`config.mk`:
```
export PLATFORM = sky130hd
export DESIGN_NAME = afe_clamp_and_sample_mode_control
export DESIGN_NICKNAME = d
export VERILOG_FILES = /design/src/afe_clamp_and_sample_mode_control.v
export VERILOG_INCLUDE_DIRS = /design/src
export SDC_FILE = /design/constraint.sdc
export NUM_CORES = 1
export LEC_CHECK = 0
export ABC_CLOCK_PERIOD_IN_PS = 4800
export BUFFER_PORTS_ARGS = -buffer_cell sky130_fd_sc_hd__buf_2
export CAP_MARGIN = 0
export CORE_MARGIN = 4
export CORE_UTILIZATION = 47
export DETAILED_ROUTE_END_ITERATION = 12
export GPL_TIMING_DRIVEN = 0
export SETUP_SLACK_MARGIN = 0.02
export SLEW_MARGIN = 15
export SYNTH_ARGS = -nofsm -noshare
export SYNTH_HDL_FRONTEND = slang
export SYNTH_SLANG_ARGS = --single-unit
```
`constraint.sdc`:
```
create_clock -name hclk -period 4.8 [get_ports hclk]
set_clock_uncertainty 0.2 [all_clocks]
set_input_delay 1.2 -clock hclk [delete_from_list [all_inputs] [get_ports hclk]]
set_output_delay 1.2 -clock hclk [all_outputs]
set_load 0.01 [all_outputs]
```
`src/afe_defs.vh`:
```
`ifndef AFE_DEFS_VH
`define AFE_DEFS_VH

// AHB register byte offsets
`define AFE_CFG_OFFSET      8'h00
`define AFE_STAT_OFFSET     8'h04

// Serial port register index of the sample mode register
`define AFE_SER_CFG_INDEX   7'h00

// Sample mode register fields
`define AFE_CFG_SLOW_SLEW   0
`define AFE_CFG_EDGE_SEL    1
`define AFE_CFG_CDS_EN      2
`define AFE_CFG_CLAMP_PHASE 3
`define AFE_CFG_WIDTH       4
`define AFE_CFG_RESET       4'h0

// Status register fields
`define AFE_STAT_DIV_LSB    0
`define AFE_STAT_DIV_MSB    3
`define AFE_STAT_CLAMP      4
`define AFE_STAT_LVL_LSB    5
`define AFE_STAT_LVL_MSB    10

// Serial frame: read flag, 7 index bits, 8 data bits
`define AFE_SER_FRAME_BITS  5'h10
`define AFE_SER_HEAD_BITS   5'h08

// Conversion result and output stream
`define AFE_RESULT_WIDTH    14
`define AFE_FIFO_DEPTH      32

`endif

```
`src/afe_clamp_and_sample_mode_control.v`:
```
// The implementer's own choices: the address map and register access over AHB-Lite.
`timescale 1ns/10ps
`include "afe_defs.vh"

module sample_fifo
#(
   parameter WIDTH = 14,
   parameter DEPTH = 32,
   parameter AW    = 5
)
(
   // Clock and reset
   input  wire             hclk,
   input  wire             hresetn,
   // Fill side
   input  wire             in_valid,
   output wire             in_ready,
   input  wire [WIDTH-1:0] in_data,
   // Drain side
   output wire             out_valid,
   input  wire             out_ready,
   output wire [WIDTH-1:0] out_data,
   // Fill level
   output wire [AW:0]      level
);
   reg [WIDTH-1:0] mem [0:DEPTH-1];
   reg [AW:0]      wr_ptr_reg;
   reg [AW:0]      rd_ptr_reg;
   wire            do_write;
   wire            do_read;
   assign level     = wr_ptr_reg - rd_ptr_reg;
   assign in_ready  = (level != DEPTH[AW:0]);
   assign out_valid = (level != {(AW+1){1'b0}});
   assign out_data  = mem[rd_ptr_reg[AW-1:0]];
   assign do_write  = in_valid & in_ready;
   assign do_read   = out_valid & out_ready;
   always @(posedge hclk)
   begin
      if (do_write)
      begin
         mem[wr_ptr_reg[AW-1:0]] <= in_data;
      end
   end
   always @(posedge hclk or negedge hresetn)
   begin
      if (!hresetn)
      begin
         wr_ptr_reg <= {(AW+1){1'b0}};
         rd_ptr_reg <= {(AW+1){1'b0}};
      end
      else
      begin
         if (do_write)
            wr_ptr_reg <= wr_ptr_reg + 1'b1;
         if (do_read)
            rd_ptr_reg <= rd_ptr_reg + 1'b1;
      end
   end
endmodule // sample_fifo

module afe_clamp_and_sample_mode_control
(
   // Clock and reset
   input  wire        hclk,
   input  wire        hresetn,
   // AHB-Lite slave
   input  wire        hsel,
   input  wire [31:0] haddr,
   input  wire [1:0]  htrans,
   input  wire        hwrite,
   input  wire [2:0]  hsize,
   input  wire [31:0] hwdata,
   input  wire        hready,
   output reg  [31:0] hrdata,
   output wire        hreadyout,
   output wire        hresp,
   // Timing pins from the scanner controller
   input  wire        pixel_clock_in,
   input  wire        sample_strobe,
   input  wire        clamp_request,
   // Serial port pins
   input  wire        serial_frame_enable,
   input  wire        serial_shift_clock,
   input  wire        serial_data_in,
   output reg         serial_data_out,
   output reg         serial_data_out_oe,
   // Conversion results from the converter core
   input  wire [13:0] adc_result,
   input  wire        adc_valid,
   output wire        adc_ready,
   // Analog control
   output reg         clamp_active,
   output wire        cds_enable,
   output wire        output_slow_slew,
   // Output data pins
   output reg  [7:0]  output_byte_pins,
   output reg         output_high_byte
);
   // Synchronisers: pclk, strobe, clamp, sen, sclk, sdi
   reg  [5:0]  sync1_reg;
   reg  [5:0]  sync2_reg;
   reg         pclk_prev_reg;
   wire        pclk_s   = sync2_reg[0];
   wire        strobe_s = sync2_reg[1];
   wire        clamp_s  = sync2_reg[2];
   wire        sen_s    = sync2_reg[3];
   wire        sclk_s   = sync2_reg[4];
   wire        sdi_s    = sync2_reg[5];
   wire        mclk_rise = pclk_s & ~pclk_prev_reg;
   wire        mclk_fall = ~pclk_s & pclk_prev_reg;

   always @(posedge hclk or negedge hresetn)
   begin
      if (!hresetn)
      begin
         sync1_reg     <= 6'h00;
         sync2_reg     <= 6'h00;
         pclk_prev_reg <= 1'b0;
      end
      else
      begin
         sync1_reg     <= {serial_data_in, serial_shift_clock, serial_frame_enable,
                           clamp_request, sample_strobe, pixel_clock_in};
         sync2_reg     <= sync1_reg;
         pclk_prev_reg <= pclk_s;
      end
   end
   // Sample mode register, shared by AHB and serial port
   reg  [3:0]  cfg_reg;
   wire        edge_sel    = cfg_reg[`AFE_CFG_EDGE_SEL];
   wire        clamp_phase = cfg_reg[`AFE_CFG_CLAMP_PHASE];
   assign cds_enable       = cfg_reg[`AFE_CFG_CDS_EN];
   assign output_slow_slew = cfg_reg[`AFE_CFG_SLOW_SLEW];

   // Pixel timing: divide ratio measured between strobe rises
   reg  [3:0]  mclk_idx_reg;
   reg  [3:0]  div_reg;
   reg         strobe_prev_reg;
   reg         clamp_armed_reg;
   reg         clamp_pixel_reg;
   wire        pixel_start = mclk_rise & strobe_s & ~strobe_prev_reg;
   wire [3:0]  idx_now = pixel_start ? 4'h0 : mclk_idx_reg + 4'h1;
   wire        clamp_now = pixel_start ? clamp_armed_reg : clamp_pixel_reg;
   wire [3:0]  half_div = {1'b0, div_reg[3:1]};

   // Clamp window within the pixel for the given phase and index
   function clamp_window;
      input       phase;
      input [3:0] idx;
      input [3:0] half;
      begin
         if (phase)
            clamp_window = (idx >= 4'h1) && (idx <= half);
         else
            clamp_window = (idx == 4'h0);
      end
   endfunction

   always @(posedge hclk or negedge hresetn)
   begin
      if (!hresetn)
      begin
         mclk_idx_reg    <= 4'h0;
         div_reg         <= 4'h2;
         strobe_prev_reg <= 1'b0;
         clamp_armed_reg <= 1'b0;
         clamp_pixel_reg <= 1'b0;
         clamp_active    <= 1'b0;
      end
      else if (mclk_rise)
      begin
         strobe_prev_reg <= strobe_s;
         if (pixel_start || mclk_idx_reg != 4'hF)
            mclk_idx_reg <= idx_now;
         if (pixel_start)
         begin
            div_reg         <= (mclk_idx_reg == 4'hF) ? 4'hF : mclk_idx_reg + 4'h1;
            clamp_pixel_reg <= clamp_armed_reg;
            clamp_armed_reg <= clamp_s;
         end
         clamp_active <= clamp_now & clamp_window(clamp_phase, idx_now, half_div);
      end
   end
   // Serial port, advanced only on pixel clock rising edges
   reg         sen_prev_reg;
   reg         sclk_prev_reg;
   reg  [4:0]  bit_cnt_reg;
   reg  [14:0] shift_in_reg;
   reg  [7:0]  shift_out_reg;
   reg         ser_read_reg;
   reg         ser_write_reg;
   reg  [3:0]  ser_wdata_reg;
   wire        sclk_rise = sclk_s & ~sclk_prev_reg;
   wire [15:0] frame_bits = {shift_in_reg, sdi_s};

   always @(posedge hclk or negedge hresetn)
   begin
      if (!hresetn)
      begin
         sen_prev_reg       <= 1'b0;
         sclk_prev_reg      <= 1'b0;
         bit_cnt_reg        <= 5'h00;
         shift_in_reg       <= 15'h0000;
         shift_out_reg      <= 8'h00;
         ser_read_reg       <= 1'b0;
         ser_write_reg      <= 1'b0;
         ser_wdata_reg      <= 4'h0;
         serial_data_out    <= 1'b0;
         serial_data_out_oe <= 1'b0;
      end
      else
      begin
         ser_write_reg <= 1'b0;
         if (mclk_rise)
         begin
            sen_prev_reg  <= sen_s;
            sclk_prev_reg <= sclk_s;
            if (!sen_s)
            begin
               bit_cnt_reg        <= 5'h00;
               ser_read_reg       <= 1'b0;
               serial_data_out_oe <= 1'b0;
            end
            else if (sclk_rise && bit_cnt_reg != `AFE_SER_FRAME_BITS)
            begin
               shift_in_reg <= frame_bits[14:0];
               bit_cnt_reg  <= bit_cnt_reg + 5'h01;
               if (bit_cnt_reg == `AFE_SER_HEAD_BITS - 5'h01)
               begin
                  ser_read_reg       <= frame_bits[7];
                  serial_data_out_oe <= frame_bits[7];
                  shift_out_reg      <= (frame_bits[6:0] == `AFE_SER_CFG_INDEX) ?
                                        {4'h0, cfg_reg} : 8'h00;
               end
               else if (ser_read_reg)
               begin
                  serial_data_out <= shift_out_reg[7];
                  shift_out_reg   <= {shift_out_reg[6:0], 1'b0};
               end
               if (bit_cnt_reg == `AFE_SER_FRAME_BITS - 5'h01 && !frame_bits[15] &&
                   frame_bits[14:8] == `AFE_SER_CFG_INDEX)
               begin
                  ser_write_reg <= 1'b1;
                  ser_wdata_reg <= frame_bits[3:0];
               end
            end
         end
      end
   end
   // AHB-Lite slave, zero wait states
   reg         ahb_wr_reg;
   reg  [7:0]  ahb_addr_reg;
   wire        ahb_take = hsel & hready & htrans[1];
   wire [5:0]  fifo_level;
   assign hreadyout = 1'b1;
   assign hresp     = 1'b0;

   always @(posedge hclk or negedge hresetn)
   begin
      if (!hresetn)
      begin
         ahb_wr_reg   <= 1'b0;
         ahb_addr_reg <= 8'h00;
         hrdata       <= 32'h00000000;
         cfg_reg      <= `AFE_CFG_RESET;
      end
      else
      begin
         ahb_wr_reg <= ahb_take & hwrite;
         if (ahb_take)
            ahb_addr_reg <= haddr[7:0];
         if (ahb_take && !hwrite)
         begin
            case (haddr[7:0])
               `AFE_CFG_OFFSET:  hrdata <= {28'h0000000, cfg_reg};
               `AFE_STAT_OFFSET: hrdata <= {21'h000000, fifo_level, clamp_active, div_reg};
               default:          hrdata <= 32'h00000000;
            endcase
         end
         if (ser_write_reg)
            cfg_reg <= ser_wdata_reg;
         else if (ahb_wr_reg && ahb_addr_reg == `AFE_CFG_OFFSET)
            cfg_reg <= hwdata[3:0];
      end
   end
   // Result FIFO and byte output
   wire        fifo_valid;
   wire [13:0] fifo_data;
   reg  [5:0]  low_bits_reg;
   wire        out_edge = edge_sel ? mclk_rise : mclk_fall;
   wire        fifo_pop = out_edge & ~output_high_byte & fifo_valid;
   sample_fifo #(.WIDTH (`AFE_RESULT_WIDTH), .DEPTH (`AFE_FIFO_DEPTH), .AW (5)) u_fifo
   (
      .hclk (hclk), .hresetn (hresetn), .in_valid (adc_valid), .in_ready (adc_ready),
      .in_data (adc_result), .out_valid (fifo_valid), .out_ready (fifo_pop),
      .out_data (fifo_data), .level (fifo_level)
   );
   always @(posedge hclk or negedge hresetn)
   begin
      if (!hresetn)
      begin
         output_byte_pins <= 8'h00;
         output_high_byte <= 1'b0;
         low_bits_reg     <= 6'h00;
      end
      else if (out_edge)
      begin
         if (output_high_byte)
         begin
            output_byte_pins <= {low_bits_reg, 2'b00};
            output_high_byte <= 1'b0;
         end
         else if (fifo_valid)
         begin
            output_byte_pins <= fifo_data[13:6];
            low_bits_reg     <= fifo_data[5:0];
            output_high_byte <= 1'b1;
         end
      end
   end
endmodule // afe_clamp_and_sample_mode_control

```
==> metrics <==
placeable core region=46900 µm²; cell family with most CP delay=buffers and inverters; latest clock arrival within the worst-skew pair=just over 0.6 ns; area share of the largest cell type after synthesis=0.599; final net count=between 1500 and 2000; largest net degree at the start of global routing=80; synthesized area=around 22000 µm²; number of buffers inserted during clock tree synthesis=57; DRC viols=0; Worst IR Drop VDD=323 µV; post-layout min period=approximately 4.5 ns; Synth warnings=0; unique cell type count in the Yosys netlist=63; highest-count cells in the layout ignoring fill and taps=sky130_fd_sc_hd__edfxtp_1, sky130_fd_sc_hd__nand2_1, sky130_fd_sc_hd__dfrtp_1; via count=approximately 12000; initial antenna violation count=0; half-perimeter wire length after detailed placement=~35000 µm; summed area of non-filler cells in the final layout=25800 µm²; post-CTS resize count=1; crit path capture type=primary output; measured slew at the worst slew-check pin=between 1 and 1.5 ns; count of flip-flops with a built-in enable after synthesis=between 400 and 500; Slowest Stage Delay on Critical Path=~0.48 ns; TritonCTS clock tree=done; category of the critical setup timing path=reg -> out; number of vias per cell after detailed routing=approximately 5.7; diodes inserted=0; # fillers=approximately 3600; CTS max path bufs=3; number of clock sinks=560; worst hold-check path type=reg -> reg; max-cap check violation count=0; worst-path fanout max=10; fraction of final layout cells sized beyond drive strength 1=0.239; Simple-Gate Fraction of Synth Area=0.0517; Critical Path Source Type=register; Largest register FFs=roughly 450; Main synth FF type=sky130_fd_sc_hd__edfxtp_1; reported leakage power=a little over 9 nW; smallest hold slack=0.147 ns; critical-path cell with the highest stage delay=sky130_fd_sc_hd__fa_1; I/O pins=roughly 140; Die Footprint=between 50000 and 60000 µm²; instance area after placement=approximately 24000 µm²; area fraction in compound gates after synthesis=0.0544; First-pass DRT Iterations=5; main combinational cell family by area after synthesis=multiplexers; FMAX=between 200 and 250 MHz; Seq cells post-synth=560; crit-path cells=buf_4 > inv_1 > fa_1 > and3_4 > or3_4 > a21oi_2 > o211ai_2 > buf_2; worst endpoint required time=approximately 3.4 ns; total track usage=0.206; Die X-Extent=227 µm; Buf+Inv Stages, Crit Path=3; number of buffers added to fix hold violations after cts=0; Setup TNS Final=0 ns; power density over the cells=569 nW/µm²; average routed wire per standard cell=25.0 µm; grt total ovfl=0; signal arrival time at the worst endpoint=3.15 ns; global-route wire length before repair=between 70000 and 80000 µm; placer's final routability congestion estimate=0.818; Root Driver=sky130_fd_sc_hd__clkbuf_16; area share of xor/xnor cells in the synthesized design=0.00702; run status=finished, final reports clean; total wire length=between 50000 and 60000 µm; synthesis-to-layout area growth=14.9%; Iteration-0 DRC Markers=1207; CTS clock-pin slew for the worst setup and hold paths=around 0.06 ns; starting utilization of the core area=0.479; number of instances in the synthesized netlist=1292; vertical die dimension=roughly 230 µm; headroom to the max-slew limit=0.258; area leader, netlist=sky130_fd_sc_hd__edfxtp_1; most common library cell in the layout ignoring fill and taps=sky130_fd_sc_hd__edfxtp_1; standard-cell rows=79; proportion of synthesized flip-flops having asynchronous set or reset=0.200; vias in the first global route=about 12000; Post-Synth Adder-Cell Area=0.0104; mux cell area share after synthesis=0.126; crit share post-route=0.947; final setup violation count=0; Post-Synthesis Mean Instance Area=17.4 µm²; Slew Viols, Final=0; top cells by area, synth=sky130_fd_sc_hd__edfxtp_1, sky130_fd_sc_hd__dfrtp_1, sky130_fd_sc_hd__mux4_2; RSZ-0062 raised after global routing=false; H-tree levels=2; post-synthesis sequential area ratio=0.724; number of port buffers=slightly above 60; Power Total=roughly 15 mW; Antenna Violating Nets Remaining=0; number of buffers inserted to repair setup after CTS=0; count of final hold-check violations=0
[path summary, 6_finish.rpt]
check                                                 start                     endpoint  slack (ns)  cells after the start
hold reg to reg                      sync1_reg[5]$_DFF_PN0_       sync2_reg[5]$_DFF_PN0_        0.15                      0
min in group asynchronous                           hresetn  ahb_addr_reg[1]$_DFFE_PN0P_        0.28                      1
hold / removal                       sync1_reg[5]$_DFF_PN0_       sync2_reg[5]$_DFF_PN0_        0.15                      0
setup reg to reg           u_fifo.rd_ptr_reg[2]$_DFFE_PN0P_  u_fifo.mem[25][9]$_DFFE_PP_        0.34                      9
setup / recovery           u_fifo.rd_ptr_reg[1]$_DFFE_PN0P_                    adc_ready        0.25                      8
max in group asynchronous                           hresetn       div_reg[1]$_DFFE_PN1P_        3.43                      2
[stage by stage]
step	std cells	utilization	worst slack, ns
after floorplan	1313	-	1.25
after global placement	1982	0.504	-0.0970
after detailed placement	2000	0.511	0.305
after CTS	2107	0.550	0.0900
after global routing	2106	0.550	0.0586
final	2106	0.550	0.255
[layout make-up]
type	count	area, µm²	area share
buffer	80	515	0.0200
tap	607	759	0.0295
multi-input combinational	655	5770	0.224
timing repair buffer	80	569	0.0221
sequential	560	16300	0.630
inverter	17	63.8	0.00247
clock inverter	28	250	0.00970
clock buffer	79	1600	0.0621
[power breakdown]
part / internal (mW) / switching [mW] / leakage (nW)
combinational: 1.76 / 2.67 / 2.85
clock: 2.49 / 1.83 / 0.915
sequential: 5.70 / 0.219 / 5.47
[cell families after synthesis]
kind of cell | Yosys count
DFF | 560
and+or+nand+nor | 248
AOI/OAI and AO/OA | 179
muxes | 169
buffers and inverters | 98
adders and majority gates | 18
xor gates and xnor gates | 18
other | 2
[synthesized netlist by cell type (18+ instances only)]
library cell               instances
sky130_fd_sc_hd__a211oi_1         26
sky130_fd_sc_hd__a21oi_1          18
sky130_fd_sc_hd__a22o_1           18
sky130_fd_sc_hd__a22oi_1          21
sky130_fd_sc_hd__buf_4            30
sky130_fd_sc_hd__clkbuf_1         28
sky130_fd_sc_hd__dfrtp_1         111
sky130_fd_sc_hd__edfxtp_1        448
sky130_fd_sc_hd__mux2i_1          64
sky130_fd_sc_hd__mux4_2           74
sky130_fd_sc_hd__nand2_1         120
sky130_fd_sc_hd__nand3_1          18
sky130_fd_sc_hd__nor2_1           55
sky130_fd_sc_hd__o21ai_0          39
[per-layer routing]
| metal | global-route usage | part of all wire | wire, µm |
|---|---|---|---|
| met3 | 0.0379 | 0.065 | 3430 |
| met4 | 0.0662 | 0.026 | 1390 |
| met1 | 0.303 | 0.45 | 23500 |
| met5 | 0 | 0 | 0 |
| met2 | 0.317 | 0.46 | 24300 |
Power figures use the tool's default switching activity.
